### src/verilog/config_decode_pkg.sv
`default_nettype none
package config_decode_pkg;

   // ----------------------------------------------------------------
   // configuration register indexes
   // ----------------------------------------------------------------
   localparam logic [7:0] IDX_CFG_BASE_LOW = 8'h12;
   localparam logic [7:0] IDX_CFG_BASE_HIGH = 8'h13;
   localparam logic [7:0] IDX_PAR_BASE = 8'h23;
   localparam logic [7:0] IDX_SER1_BASE = 8'h24;
   localparam logic [7:0] IDX_SER2_BASE = 8'h25;
   localparam logic [7:0] IDX_IR_BASE = 8'h2B;
   localparam logic [7:0] IDX_RT_BASE = 8'h30;
   localparam logic [7:0] IDX_UPPER_POL = 8'h38;
   localparam logic [7:0] IDX_BUF_TYPE = 8'h39;

   // ----------------------------------------------------------------
   // reset values and fields
   // ----------------------------------------------------------------
   localparam logic [7:0] UPPER_POL_RESET = 8'h00;
   localparam logic [7:0] BUF_TYPE_RESET = 8'h80;
   localparam logic [7:0] DEV_BASE_RESET = 8'h00;
   localparam logic [7:0] INDEX_RESET = 8'h00;
   localparam logic [15:0] CFG_BASE_STRAP_LOW = 16'h002E;
   localparam logic [15:0] CFG_BASE_STRAP_HIGH = 16'h004E;
   localparam logic [7:0] ENTER_KEY_DEFAULT = 8'h55;
   localparam logic [7:0] EXIT_KEY_DEFAULT = 8'hAA;
   localparam int BUF_PME_BIT = 7;
   localparam int BUF_TRIO_MSB = 2;
   localparam int PAR_IRQ_EN_BIT = 4;
   localparam int SER_GATE_BIT = 2;
   localparam logic [1:0] STRAP_SETTLE = 2'h2;

   // parallel extended-control mode field
   localparam logic [2:0] ECR_MODE_FIFO = 3'h2;
   localparam logic [2:0] ECR_MODE_ECP = 3'h3;
   localparam logic [2:0] ECR_MODE_TEST = 3'h6;

   // ----------------------------------------------------------------
   // decode windows: 0 parallel, 1 parallel +400h, 2 serial one,
   // 3 serial two, 4 infrared, 5 runtime block
   // ----------------------------------------------------------------
   localparam int NUM_WIN = 6;
   localparam int NUM_BASE = 5;
   localparam int WIN_PAR = 0;
   localparam int WIN_PAR_EXT = 1;
   localparam int WIN_SER1 = 2;
   localparam int WIN_SER2 = 3;
   localparam int WIN_IR = 4;
   localparam int WIN_RT = 5;
   localparam int WIN_BASE_IDX [NUM_WIN] = '{0, 0, 1, 2, 3, 4};
   localparam int WIN_SHIFT [NUM_WIN] = '{2, 2, 2, 2, 3, 4};
   localparam int WIN_BITS [NUM_WIN] = '{3, 2, 3, 3, 3, 4};
   localparam int WIN_ALIGN [NUM_WIN] = '{2, 2, 3, 3, 3, 4};
   localparam logic [15:0] WIN_ADD [NUM_WIN] =
      '{16'h0000, 16'h0400, 16'h0000, 16'h0000, 16'h0000, 16'h0000};
   localparam logic [15:0] WIN_LO [NUM_WIN] =
      '{16'h0100, 16'h0500, 16'h0100, 16'h0100, 16'h0100, 16'h0100};
   localparam logic [15:0] WIN_HI [NUM_WIN] =
      '{16'h03FC, 16'h07FC, 16'h03F8, 16'h03F8, 16'h07F8, 16'h0FF0};
   localparam logic [7:0] BASE_INDEX [NUM_BASE] =
      '{IDX_PAR_BASE, IDX_SER1_BASE, IDX_SER2_BASE, IDX_IR_BASE, IDX_RT_BASE};

   typedef enum logic [1:0] {
      ST_RUN = 2'b01,
      ST_CONFIG = 2'b10
   } cfg_state_type;

endpackage
`default_nettype wire

### src/verilog/base_window_decode.sv
`default_nettype none
module base_window_decode #(
   parameter int WIN_BITS = 3,
   parameter int ALIGN_BITS = 3,
   parameter logic [15:0] LO = 16'h0100,
   parameter logic [15:0] HI = 16'h03F8
) (
   input wire logic [15:0] base_addr,
   input wire logic [15:0] addr,
   input wire logic narrow,
   output logic valid,
   output logic hit
);

   localparam logic [15:0] WIN_MASK = 16'hFFFF << WIN_BITS;
   localparam logic [15:0] NARROW_MASK = 16'hFFFF << (WIN_BITS - 1);
   localparam logic [15:0] ALIGN_MASK = ~(16'hFFFF << ALIGN_BITS);

   if (WIN_BITS < 1 || WIN_BITS > 12 || ALIGN_BITS > 12)
      $error("window or alignment size out of range");

   // only bits above the window size are compared, or above half of it when narrow is set
   always_comb
   begin
      valid = (base_addr >= LO) && (base_addr <= HI) && ((base_addr & ALIGN_MASK) == 16'h0000);
      hit = valid
            && (((addr ^ base_addr) & (narrow ? NARROW_MASK : WIN_MASK)) == 16'h0000);
   end

endmodule
`default_nettype wire

### src/verilog/gpio_pad_ctrl.sv
`default_nettype none
module gpio_pad_ctrl (
   input wire logic clk,
   input wire logic resetn,
   input wire logic [7:0] polarity,
   input wire logic [7:0] buffer_type,
   input wire logic [7:0] upper_out_data,
   input wire logic [7:0] upper_dir,
   input wire logic [7:0] upper_pin_sync,
   input wire logic [2:0] trio_out_data,
   input wire logic [2:0] trio_drive,
   input wire logic power_event_assert,
   output logic [7:0] upper_o,
   output logic [7:0] upper_oe,
   output logic [7:0] upper_in_value,
   output logic [2:0] trio_o,
   output logic [2:0] trio_oe,
   output logic power_event_o,
   output logic power_event_oe
);

   logic [7:0] upper_o_next;
   logic [7:0] upper_in_next;
   logic [2:0] trio_o_next;
   logic [2:0] trio_oe_next;
   logic pme_o_next;
   logic pme_oe_next;

   // ----------------------------------------------------------------
   // pad drive
   // ----------------------------------------------------------------
   always_comb
   begin
      upper_o_next = upper_out_data ^ polarity;
      upper_in_next = upper_pin_sync ^ polarity;
      // open drain only pulls low; bits 3..6 are never looked at
      for (int i = 0; i <= config_decode_pkg::BUF_TRIO_MSB; i++)
      begin
         trio_o_next[i] = buffer_type[i] ? 1'b0 : trio_out_data[i];
         trio_oe_next[i] = trio_drive[i] & (~buffer_type[i] | ~trio_out_data[i]);
      end
      // pin is active low
      pme_o_next = ~power_event_assert & ~buffer_type[config_decode_pkg::BUF_PME_BIT];
      pme_oe_next = ~buffer_type[config_decode_pkg::BUF_PME_BIT] | power_event_assert;
   end

   always_ff @(posedge clk or negedge resetn)
   begin
      if (!resetn)
      begin
         upper_o <= 8'h00;
         upper_oe <= 8'h00;
         upper_in_value <= 8'h00;
         trio_o <= 3'h0;
         trio_oe <= 3'h0;
         power_event_o <= 1'b0;
         power_event_oe <= 1'b0;
      end
      else
      begin
         upper_o <= upper_o_next;
         upper_oe <= upper_dir;
         upper_in_value <= upper_in_next;
         trio_o <= trio_o_next;
         trio_oe <= trio_oe_next;
         power_event_o <= pme_o_next;
         power_event_oe <= pme_oe_next;
      end
   end

   property p_upper_polarity;
      @(posedge clk) disable iff (!resetn)
      1'b1 |=> upper_o == $past(upper_out_data ^ polarity);
   endproperty
   a_upper_polarity: assert property (p_upper_polarity)
      else $error("upper bank polarity wrong");

   property p_pme_open_drain;
      @(posedge clk) disable iff (!resetn)
      buffer_type[7] && power_event_assert |=> !power_event_o && power_event_oe;
   endproperty
   a_pme_open_drain: assert property (p_pme_open_drain)
      else $error("event pin not pulled low");

endmodule
`default_nettype wire

### src/verilog/config_gpio_base_decode.sv
`default_nettype none
module config_gpio_base_decode #(
   parameter logic [7:0] ENTER_KEY = config_decode_pkg::ENTER_KEY_DEFAULT,
   parameter logic [7:0] EXIT_KEY = config_decode_pkg::EXIT_KEY_DEFAULT
) (
   input wire logic clk,
   input wire logic resetn,
   input wire logic [15:0] io_addr,
   input wire logic io_wr,
   input wire logic io_rd,
   input wire logic [7:0] io_wdata,
   output logic [7:0] io_rdata,
   output logic io_rack,
   output logic [5:0] dev_sel,
   output logic [3:0] dev_offset,
   output logic dev_wr,
   output logic dev_rd,
   input wire logic config_port_strap,
   input wire logic [3:0] dev_active,
   input wire logic par_irq_req,
   input wire logic par_dma_req,
   input wire logic [7:0] par_control,
   input wire logic [2:0] par_ecr_mode,
   input wire logic parallel_dma_enable,
   input wire logic [1:0] ser_irq_req,
   input wire logic [7:0] ser1_modem_control_reg,
   input wire logic [7:0] ser2_modem_control_reg,
   input wire logic ir_irq_req,
   input wire logic ir_dma_req,
   input wire logic ir_dma_enable,
   output logic par_irq,
   output logic par_dma,
   output logic [1:0] ser_irq,
   output logic ir_irq,
   output logic ir_dma,
   input wire logic [7:0] upper_gpio_out_data,
   input wire logic [7:0] upper_gpio_dir,
   input wire logic [7:0] upper_gpio_bank_in,
   output logic [7:0] upper_gpio_bank_o,
   output logic [7:0] upper_gpio_bank_oe,
   output logic [7:0] upper_gpio_value,
   input wire logic [2:0] low_gpio_trio_data,
   input wire logic [2:0] low_gpio_trio_drive,
   output logic [2:0] low_gpio_trio_o,
   output logic [2:0] low_gpio_trio_oe,
   input wire logic power_event_assert,
   output logic power_event_pin_o,
   output logic power_event_pin_oe
);

   // ----------------------------------------------------------------
   // state
   // ----------------------------------------------------------------
   config_decode_pkg::cfg_state_type state_reg, state_next;
   logic [7:0] index_reg, index_next;
   logic [7:0] pol_reg, pol_next;
   logic [7:0] buf_reg, buf_next;
   logic [7:0] base_reg [config_decode_pkg::NUM_BASE];
   logic [7:0] base_next [config_decode_pkg::NUM_BASE];
   logic [15:0] cfg_base_reg, cfg_base_next;
   logic [1:0] settle_reg, settle_next;
   logic strap_done_reg, strap_done_next;
   logic [7:0] rdata_next;
   logic rack_next;
   logic [1:0] strap_sync_reg;
   logic [7:0] pin_meta_reg, pin_sync_reg;
   logic idx_hit, dat_hit, cfg_wr;
   logic [15:0] win_base [config_decode_pkg::NUM_WIN];
   logic [5:0] win_valid, win_hit, sel_next;
   logic par_narrow, par_irq_en;

   // ----------------------------------------------------------------
   // pin synchronisers
   // ----------------------------------------------------------------
   always_ff @(posedge clk or negedge resetn)
   begin
      if (!resetn)
      begin
         strap_sync_reg <= 2'h0;
         pin_meta_reg <= 8'h00;
         pin_sync_reg <= 8'h00;
      end
      else
      begin
         strap_sync_reg <= {strap_sync_reg[0], config_port_strap};
         pin_meta_reg <= upper_gpio_bank_in;
         pin_sync_reg <= pin_meta_reg;
      end
   end

   // ----------------------------------------------------------------
   // configuration port
   // ----------------------------------------------------------------
   assign idx_hit = (io_addr == cfg_base_reg);
   assign dat_hit = (io_addr == 16'(cfg_base_reg + 16'h0001));
   assign cfg_wr = io_wr && dat_hit && (state_reg == config_decode_pkg::ST_CONFIG);

   always_comb
   begin
      state_next = state_reg;
      index_next = index_reg;
      pol_next = pol_reg;
      buf_next = buf_reg;
      base_next = base_reg;
      cfg_base_next = cfg_base_reg;
      settle_next = settle_reg;
      strap_done_next = strap_done_reg;
      rdata_next = 8'h00;
      rack_next = 1'b0;
      // strap is sampled only once its synchroniser has settled
      if (!strap_done_reg)
      begin
         if (settle_reg == config_decode_pkg::STRAP_SETTLE)
         begin
            cfg_base_next = strap_sync_reg[1] ? config_decode_pkg::CFG_BASE_STRAP_HIGH
                                              : config_decode_pkg::CFG_BASE_STRAP_LOW;
            strap_done_next = 1'b1;
         end
         else
            settle_next = 2'(settle_reg + 2'h1);
      end
      case (state_reg)
         config_decode_pkg::ST_RUN:
         begin
            if (io_wr && idx_hit && strap_done_reg && io_wdata == ENTER_KEY)
               state_next = config_decode_pkg::ST_CONFIG;
         end
         config_decode_pkg::ST_CONFIG:
         begin
            if (io_wr && idx_hit)
            begin
               if (io_wdata == EXIT_KEY)
                  state_next = config_decode_pkg::ST_RUN;
               else
                  index_next = io_wdata;
            end
            if (cfg_wr)
            begin
               case (index_reg)
                  config_decode_pkg::IDX_CFG_BASE_LOW: cfg_base_next[7:0] = io_wdata;
                  config_decode_pkg::IDX_CFG_BASE_HIGH: cfg_base_next[15:8] = io_wdata;
                  config_decode_pkg::IDX_UPPER_POL: pol_next = io_wdata;
                  config_decode_pkg::IDX_BUF_TYPE: buf_next = io_wdata;
                  default: ;
               endcase
               for (int b = 0; b < config_decode_pkg::NUM_BASE; b++)
                  if (index_reg == config_decode_pkg::BASE_INDEX[b])
                     base_next[b] = io_wdata;
            end
            if (io_rd && idx_hit)
            begin
               rdata_next = index_reg;
               rack_next = 1'b1;
            end
            else if (io_rd && dat_hit)
            begin
               rack_next = 1'b1;
               case (index_reg)
                  config_decode_pkg::IDX_CFG_BASE_LOW: rdata_next = cfg_base_reg[7:0];
                  config_decode_pkg::IDX_CFG_BASE_HIGH: rdata_next = cfg_base_reg[15:8];
                  config_decode_pkg::IDX_UPPER_POL: rdata_next = pol_reg;
                  config_decode_pkg::IDX_BUF_TYPE: rdata_next = buf_reg;
                  default: rdata_next = 8'h00;
               endcase
               for (int b = 0; b < config_decode_pkg::NUM_BASE; b++)
                  if (index_reg == config_decode_pkg::BASE_INDEX[b])
                     rdata_next = base_reg[b];
            end
         end
         default: state_next = config_decode_pkg::ST_RUN;
      endcase
   end

   always_ff @(posedge clk or negedge resetn)
   begin
      if (!resetn)
      begin
         state_reg <= config_decode_pkg::ST_RUN;
         index_reg <= config_decode_pkg::INDEX_RESET;
         pol_reg <= config_decode_pkg::UPPER_POL_RESET;
         buf_reg <= config_decode_pkg::BUF_TYPE_RESET;
         for (int b = 0; b < config_decode_pkg::NUM_BASE; b++)
            base_reg[b] <= config_decode_pkg::DEV_BASE_RESET;
         cfg_base_reg <= config_decode_pkg::CFG_BASE_STRAP_LOW;
         settle_reg <= 2'h0;
         strap_done_reg <= 1'b0;
         io_rdata <= 8'h00;
         io_rack <= 1'b0;
      end
      else
      begin
         state_reg <= state_next;
         index_reg <= index_next;
         pol_reg <= pol_next;
         buf_reg <= buf_next;
         base_reg <= base_next;
         cfg_base_reg <= cfg_base_next;
         settle_reg <= settle_next;
         strap_done_reg <= strap_done_next;
         io_rdata <= rdata_next;
         io_rack <= rack_next;
      end
   end

   // ----------------------------------------------------------------
   // logical device windows
   // ----------------------------------------------------------------
   // a parallel base with address bit 2 set (4-byte but not 8-byte aligned) loses the enhanced-parallel offsets
   assign par_narrow = base_reg[0][0];

   for (genvar w = 0; w < config_decode_pkg::NUM_WIN; w++)
   begin : g_win
      assign win_base[w] = 16'(({8'h00, base_reg[config_decode_pkg::WIN_BASE_IDX[w]]}
                           << config_decode_pkg::WIN_SHIFT[w]) + config_decode_pkg::WIN_ADD[w]);
      base_window_decode #(
         .WIN_BITS(config_decode_pkg::WIN_BITS[w]),
         .ALIGN_BITS(config_decode_pkg::WIN_ALIGN[w]),
         .LO(config_decode_pkg::WIN_LO[w]),
         .HI(config_decode_pkg::WIN_HI[w])
      ) u_win (
         .base_addr(win_base[w]),
         .addr(io_addr),
         .narrow((w == config_decode_pkg::WIN_PAR) ? par_narrow : 1'b0),
         .valid(win_valid[w]),
         .hit(win_hit[w])
      );
   end

   always_comb
   begin
      sel_next = win_hit;
      sel_next[0] = win_hit[0] && !(par_narrow && io_addr[1:0] == 2'h3);
      sel_next[1] = win_hit[1] && io_addr[1:0] != 2'h3;
      if (!(io_wr || io_rd))
         sel_next = 6'h00;
   end

   // ----------------------------------------------------------------
   // irq and dma gating
   // ----------------------------------------------------------------
   always_comb
   begin
      case (par_ecr_mode)
         config_decode_pkg::ECR_MODE_FIFO,
         config_decode_pkg::ECR_MODE_ECP,
         config_decode_pkg::ECR_MODE_TEST: par_irq_en = 1'b1;
         default: par_irq_en = par_control[config_decode_pkg::PAR_IRQ_EN_BIT];
      endcase
   end

   always_ff @(posedge clk or negedge resetn)
   begin
      if (!resetn)
      begin
         dev_sel <= 6'h00;
         dev_offset <= 4'h0;
         dev_wr <= 1'b0;
         dev_rd <= 1'b0;
         par_irq <= 1'b0;
         par_dma <= 1'b0;
         ser_irq <= 2'h0;
         ir_irq <= 1'b0;
         ir_dma <= 1'b0;
      end
      else
      begin
         dev_sel <= sel_next;
         dev_offset <= io_addr[3:0];
         dev_wr <= io_wr;
         dev_rd <= io_rd;
         par_irq <= par_irq_req && par_irq_en && dev_active[0] && win_valid[0];
         par_dma <= par_dma_req && parallel_dma_enable && dev_active[0] && win_valid[0];
         ser_irq[0] <= ser_irq_req[0] && ser1_modem_control_reg[config_decode_pkg::SER_GATE_BIT]
                       && dev_active[1] && win_valid[2];
         ser_irq[1] <= ser_irq_req[1] && ser2_modem_control_reg[config_decode_pkg::SER_GATE_BIT]
                       && dev_active[2] && win_valid[3];
         ir_irq <= ir_irq_req && dev_active[3] && win_valid[4];
         ir_dma <= ir_dma_req && ir_dma_enable && dev_active[3] && win_valid[4];
      end
   end

   gpio_pad_ctrl u_pads (
      .clk(clk),
      .resetn(resetn),
      .polarity(pol_reg),
      .buffer_type(buf_reg),
      .upper_out_data(upper_gpio_out_data),
      .upper_dir(upper_gpio_dir),
      .upper_pin_sync(pin_sync_reg),
      .trio_out_data(low_gpio_trio_data),
      .trio_drive(low_gpio_trio_drive),
      .power_event_assert(power_event_assert),
      .upper_o(upper_gpio_bank_o),
      .upper_oe(upper_gpio_bank_oe),
      .upper_in_value(upper_gpio_value),
      .trio_o(low_gpio_trio_o),
      .trio_oe(low_gpio_trio_oe),
      .power_event_o(power_event_pin_o),
      .power_event_oe(power_event_pin_oe)
   );

   // ----------------------------------------------------------------
   // checks
   // ----------------------------------------------------------------
   property p_pol_write;
      @(posedge clk) disable iff (!resetn)
      cfg_wr && index_reg == 8'h38 |=> pol_reg == $past(io_wdata);
   endproperty
   a_pol_write: assert property (p_pol_write) else $error("polarity write lost");

   property p_locked_outside_config;
      @(posedge clk) disable iff (!resetn)
      state_reg == config_decode_pkg::ST_RUN |=> $stable(pol_reg) && $stable(buf_reg);
   endproperty
   a_locked_outside_config: assert property (p_locked_outside_config)
      else $error("write outside config");

   property p_strap_base;
      @(posedge clk) disable iff (!resetn)
      $rose(strap_done_reg) |-> cfg_base_reg == (strap_sync_reg[1] ? 16'h004E : 16'h002E);
   endproperty
   a_strap_base: assert property (p_strap_base)
      else $error("config port power-up base wrong");

   property p_serial_gate;
      @(posedge clk) disable iff (!resetn)
      !ser1_modem_control_reg[2] |=> !ser_irq[0];
   endproperty
   a_serial_gate: assert property (p_serial_gate) else $error("serial irq not gated");

   property p_par_irq_on;
      @(posedge clk) disable iff (!resetn)
      (par_ecr_mode == 3'h2 || par_ecr_mode == 3'h3 || par_ecr_mode == 3'h6) && par_irq_req
      && dev_active[0] && win_valid[0] |=> par_irq;
   endproperty
   a_par_irq_on: assert property (p_par_irq_on) else $error("parallel irq not passed");

   property p_par_dma;
      @(posedge clk) disable iff (!resetn)
      !parallel_dma_enable |=> !par_dma;
   endproperty
   a_par_dma: assert property (p_par_dma) else $error("parallel dma not gated");

   property p_ir_dma;
      @(posedge clk) disable iff (!resetn)
      !ir_dma_enable || !win_valid[4] |=> !ir_dma;
   endproperty
   a_ir_dma: assert property (p_ir_dma) else $error("infrared dma not gated");

   property p_rt_decode;
      @(posedge clk) disable iff (!resetn)
      io_rd && win_valid[5] && io_addr[15:4] == win_base[5][15:4] |=> dev_sel[5];
   endproperty
   a_rt_decode: assert property (p_rt_decode) else $error("runtime block not decoded");

endmodule
`default_nettype wire

### config.mk
export PLATFORM = sky130hd
export DESIGN_NAME = config_gpio_base_decode
export DESIGN_NICKNAME = d
export VERILOG_FILES = /design/src/verilog/config_decode_pkg.sv /design/src/verilog/base_window_decode.sv /design/src/verilog/gpio_pad_ctrl.sv /design/src/verilog/config_gpio_base_decode.sv
export SDC_FILE = /design/constraint.sdc
export NUM_CORES = 1
export LEC_CHECK = 0
export BUFFER_PORTS_ARGS = -buffer_cell sky130_fd_sc_hd__buf_2
export CAP_MARGIN = 20
export CORE_UTILIZATION = 50
export DETAILED_ROUTE_END_ITERATION = 8
export PLACE_DENSITY = 0.86
export SLEW_MARGIN = 20
export SYNTH_ARGS = -nofsm -noshare
export SYNTH_HDL_FRONTEND = slang
export SYNTH_SLANG_ARGS = --single-unit
### constraint.sdc
create_clock -name clk -period 2.45 [get_ports clk]
set_input_delay 0.1225 -clock clk [delete_from_list [all_inputs] [get_ports clk]]
set_output_delay 0.1225 -clock clk [all_outputs]
set_load 0.02 [all_outputs]
; Word-level counts from Yosys, hierarchy flattened
; Cells that the tools add are included.
[word_totals]
register_bits = 162
input_bits = 99
out_inout_bits = 59
elab_cells = 195
[op_classes]
n_reduce_logical = 64
n_eq_ne = 24
bitwise_logic = 28
addsub = 3
muxes = 31
n_lt_le_gt_ge = 12
[op_table]
columns = op, n
row1 = $logic_not A16 Y1, 9
row2 = $mux W8, 10
row3 = $mux W16, 4
row4 = $eq A8 B6 Y1 const B, 7
row5 = $xor A16 B10 Y16, 3
row6 = $logic_and A1 B1 Y1, 42
row7 = $eq A16 B16 Y1, 2
row8 = $pmux W8 S4, 1
row9 = $xor A16 B12 Y16, 2
row10 = $ge A10 B9 Y1 const B, 3
row11 = $le A10 B10 Y1 const B, 3
row12 = $reduce_and A3 Y1, 9
row13 = $add A16 B1 Y16 const B, 1
row14 = $and A16 B16 Y16, 1
row15 = $eq A8 B5 Y1 const B, 2
row16 = $xor A16 B11 Y16, 1
row17 = $xor A8 B8 Y8, 2
row18 = $add A10 B11 Y12 const B, 1
row19 = $ge A12 B11 Y1 const B, 1
row20 = $ge A12 B9 Y1 const B, 1
row21 = $le A12 B11 Y1 const B, 1
row22 = $le A12 B12 Y1 const B, 1
row23 = $ge A11 B9 Y1 const B, 1
row24 = $le A11 B11 Y1 const B, 1
row25 = other kinds (22), 53

; Longest topological paths before layout
[logic_depth]
depth_word = 10
depth_mapped = 9

; Hierarchy
; Synthesis repeated with hierarchy kept, for this count alone.
[hier_totals]
cells_unflattened = 724
area_unflattened_um2 = 8473.1
[modules_own_cells]
columns = module, n_inst, seq_area_each_um2, area_each_um2, cells_per_inst
row1 = config_gpio_base_decode, 1, 3260.6, 6329.8, 531
row2 = gpio_pad_ctrl, 1, 800.8, 992.2, 56
row3 = base_window_decode (g_win[2].u_win ...), 2, 0.0, 201.4, 23
row4 = base_window_decode (g_win[1].u_win), 1, 0.0, 195.2, 24
row5 = base_window_decode (g_win[0].u_win), 1, 0.0, 190.2, 23
row6 = base_window_decode (g_win[4].u_win), 1, 0.0, 185.2, 22
row7 = base_window_decode (g_win[5].u_win), 1, 0.0, 177.7, 22

; Least setup slack after synthesis
; No wires, ideal clock.
[synth_timing]
path_type = reg2reg
start = reg cfg_base_reg[3]
end = reg base_reg[24] (netlist bit)
stages_incl_launch_ff = 10
path_buffers = 3
arrival_ns = 2.358
synth_period_minus_slack_ns = 2.485
required_time_ns = 2.322
setup_slack_ns = -0.035
path_cell_list = dfstp_2 buf_2 and4_1 buf_2 nand4_1 a211o_1 a211oi_1 buf_4 nand4_4 mux2_1
[synth_via]
elab_chain_len = 5
[synth_lines]
columns = element, line
row1 = "start, declared", config_gpio_base_decode.sv:60  ; logic [15:0] cfg_base_reg, cfg_base_next;
row2 = "start signal, assigned", config_gpio_base_decode.sv:184  ; cfg_base_reg <= config_decode_pkg::CFG_BASE_STRAP_LOW;
row3 = "start signal, assigned", config_gpio_base_decode.sv:197  ; cfg_base_reg <= cfg_base_next;
row4 = $add A16 B1 Y16, config_gpio_base_decode.sv:95  ; assign dat_hit = (io_addr == 16'(cfg_base_reg + 16'h0001));
row5 = $eq A16 B16 Y1, config_gpio_base_decode.sv:95
row6 = $logic_and A1 B1 Y1 (2 in series), config_gpio_base_decode.sv:96  ; assign cfg_wr = io_wr && dat_hit && (state_reg == config_decode_pkg::ST_CONFIG);
row7 = $reduce_and A3 Y1 (no line), --
row8 = "end signal, assigned by index", config_gpio_base_decode.sv:183  ; base_reg[b] <= config_decode_pkg::DEV_BASE_RESET;
row9 = "end signal, assigned", config_gpio_base_decode.sv:196  ; base_reg <= base_next;
row10 = "end, declared", config_gpio_base_decode.sv:58  ; logic [7:0] base_reg [config_decode_pkg::NUM_BASE];
; No other way between the ends.
; A chain may end at the register's enable or synchronous reset.

; Final worst setup path
[layout_timing]
start = reg cfg_base_reg[6]
end = reg pol_reg[0]
[layout_via]
elab_chain_len = 5
[layout_lines]
columns = element, line
row1 = $add A16 B1 Y16, config_gpio_base_decode.sv:95
row2 = $eq A16 B16 Y1, config_gpio_base_decode.sv:95
row3 = $logic_and A1 B1 Y1 (2 in series), config_gpio_base_decode.sv:96
row4 = $reduce_and A3 Y1 (no line), --
row5 = "end signal, assigned", config_gpio_base_decode.sv:180  ; pol_reg <= config_decode_pkg::UPPER_POL_RESET;
row6 = "end signal, assigned", config_gpio_base_decode.sv:194  ; pol_reg <= pol_next;
row7 = "end, declared", config_gpio_base_decode.sv:56  ; logic [7:0] pol_reg, pol_next;
; No other way between the ends.

==> results.yml <==
placement:
  dpl_cell_area_um2: 9250
  dpl.hpwl_um: 15800
  dp_slack_ns: -0.158
  place_congestion: 0.992
  port-buffer-count: 136
  numPlacedInstances: 1061
global_routing:
  grt_pass1_wl_um: 37500
  antenna_found_initial: 0
  grt_pass1_vias: 6881
  grt-ovfl-total: 0
  grt_max_degree: 72
  track_usage_pct: 30.3
finish:
  area_delta_synth_final_pct: 33.2
  largest_register_ffs: 40
  final_layout_size_suffix_gt1_share_pct: 37.0
  antenna_cells: 0
  final_nets: 1034
  fill_cells: 1097
  finalInstanceArea_um2: 10700
  fin_cells: 1156
synth:
  netlist_area_um2: 8010
  ys_seq_area_share_pct: 50.7
  syn_nets: 805
  yosysTopAreaCellShare_pct: 48.8
  synthArstFlopShare_pct: 100
  synthFlopType: "dfrtp_1"
  synth_top_area_cell: "dfrtp_1"
  ys_ff_latch: 162
  synth-edff-count: 0
  ys_top_cells_by_area: "dfrtp_1 49%, mux2_2 8.9%, xor2_1 4.2%"
  synthCells: 703
  yosysWarnings: 0
  postSynthAreaPerCell_um2: 11.4
  netlist-cell-type-count: 61
clocking:
  insertion_delay_ns: 0.43
  cts_tree: "built"
  cts-root-buf: "clkbuf_16"
  htreeDepth: 4
  cts_buffer_depth: 2
  cts.sinks: 162
  cts_buffers: 17
  clkTransAtPathRegs_ns: 0.06
sta:
  rsz0062_at_grt: "true"
  fin_skew_ns: 0.0159
  setup_viol: 80
  maxSlewViolCount: 0
  layout_setup_ws_ns: -0.214
  post-route-period-util_pct: 109
  worst_pin_slew_ns: 0.710
  period_needed_ns: 2.66
  fmax_mhz: 375
  setup_tns_ns: -11.14
  slew_headroom_pct: 52.7
  hold_viol_final: 0
detailed_routing:
  detail_route.wirelength_um: 24100
  first_iter_violations: 687
  wl_per_cell_um: 20.8
  drtAntennaViolNets: 0
  route.vias.total: 6773
  avgViaCountPerCell: 5.86
  drc: 0
  dr.pass1.iters: 6
power:
  p_leak_nw: 5.15
  ir_worst_vdd_mv: 0.507
  power_density_nw_per_um2: 560
  finalPower_mw: 5.97
floorplan:
  die_h_um: 129
  rows: 45
  initial_core_util_pct: 51.9
  fp.dieArea_um2: 16500
  core_area_um2: 15400
  die_w_um: 129
  ios: 158
critical_path:
  critPathLaunchType: "flop"
  slowest_delay_ns: 0.56
  arrival_ns: 2.97
  cp_max_fo: 9
  critPathSlowestCell: "dfrtp_1"
  timing.critical_path.buf_inv: 3
  crit_type: "flop to flop"
  crit_chain: "nand4_1 > nor4_4 > buf_4 > xnor2_1 > a211oi_2 > buf_4 > buf_12 > nand4_4 > mux2_4"
  path_common_cell: "buf_4"
  setup.worst_path.end_class: "flop"
  critPathTopFamily: "simple AND/OR/NAND/NOR gates"
  required_ns: 2.76
job:
  max_cap_violations: 0
outcome:
  violations: "negative setup slack"
  outcome: "complete, but fails checks"
min_path:
  hp-class: "primary input to flop"
cell type report:
type                            instances  area (um^2)  share of cell area, %
Inverter                               15         56.3                  0.528
Timing Repair Buffer                  256         1850                   17.3
Multi-Input combinational cell        480         3820                   35.8
Clock inverter                         11          141                   1.33
Clock buffer                           21          470                   4.41
Sequential cell                       162         4060                   38.1
Tap cell                              211          264                   2.48
power breakdown:
part | leakage [nW] | switching [mW] | internal, mW
Sequential | 2.09 | 0.0171 | 2.72
Combinational | 2.76 | 0.284 | 0.197
Clock | 0.300 | 1.14 | 1.61
metal layers:
layer  global-route usage (%)  wire length (um)  vias to the layer above
li1                         -                 -                     2983
met1                     38.9              9280                     3322
met2                     49.6             11600                      381
met3                     5.82              2160                       87
met4                     14.8              1020                        0
met5                        0                 0                        -
worst paths after layout:
check,from,to,slack [ns],cells after the start
setup / recovery,cfg_base_reg[6]$_DFF_PN0_,pol_reg[0]$_DFFE_PN0P_,-0.21,9
hold / removal,dev_active[0],par_dma$_DFF_PN0_,0.06,3
setup reg to reg,cfg_base_reg[6]$_DFF_PN0_,pol_reg[0]$_DFFE_PN0P_,-0.21,9
hold reg to reg,strap_sync_reg[0]$_DFF_PN0_,strap_sync_reg[1]$_DFF_PN0_,0.35,0
max in group asynchronous,resetn,cfg_base_reg[2]$_DFF_PN1_,1.51,3
min in group asynchronous,resetn,u_pads.upper_oe[7]$_DFF_PN0_,0.16,2
cells by family after synthesis:
logic type / synth area share, %
multiplexers: 11.4
AND/OR/NAND/NOR: 16.9
adder cells (fa/ha/maj): 0.469
XOR/XNOR: 7.66
buffers and inverters: 3.39
AO/OA/AOI/OAI: 9.47
flip-flops: 50.7
synthesized netlist by cell type, types with 12 or more instances:
cell type and instances:
dfrtp_1 156, mux2_2 63, nand2_1 45, xor2_1 38, xnor2_1 32, clkbuf_1 29
o21ai_0 29, nor2_1 24, a21oi_1 22, a22oi_1 16, mux2i_1 16, nor2b_1 16
inv_1 15, nand3_1 14, nand3b_1 13, nand4_1 13, nor3_1 12
per-stage QoR:
step / util (%) / hold WS, ns
finish: 69.1 / 0.0552
global route: 69.1 / 0.0595
CTS: 68.6 / 0.0488
detailed placement: 60.0 / 0.0355
global placement: 60.0 / 0.0295
floorplan: - / -0.173
what timing repair did:
action | in CTS | in global routing
hold endpoints to repair | 142 | 0
resized for setup | 23 | 8
pin swaps | 10 | 5
setup buffers | 8 | 2
endpoints found under the setup margin | 70 | 81
gates cloned | 1 | 1
hold buffers | 51 | 0
worst register-to-register path, delay by kind of cell, from the launching register on:
kind	cells	cell delay, ns
flops	1	0.56
buf+inv	3	0.49
simple gates	3	0.93
xor+xnor	1	0.06
compound gates	1	0.15
mux	1	0.36
layout by cell type (no fill, tap or decap), types with 18 or more instances in the layout:
master,n
dfrtp_1,155
nand2_1,45
a21oi_1,22
xor2_1,38
clkbuf_16,18
nor2_1,23
o21ai_0,29
xnor2_1,31
buf_2,135
buf_4,57
dlygate4sd3_1,51
mux2_2,63
Note: power is estimated with default switching activity, not from simulation.
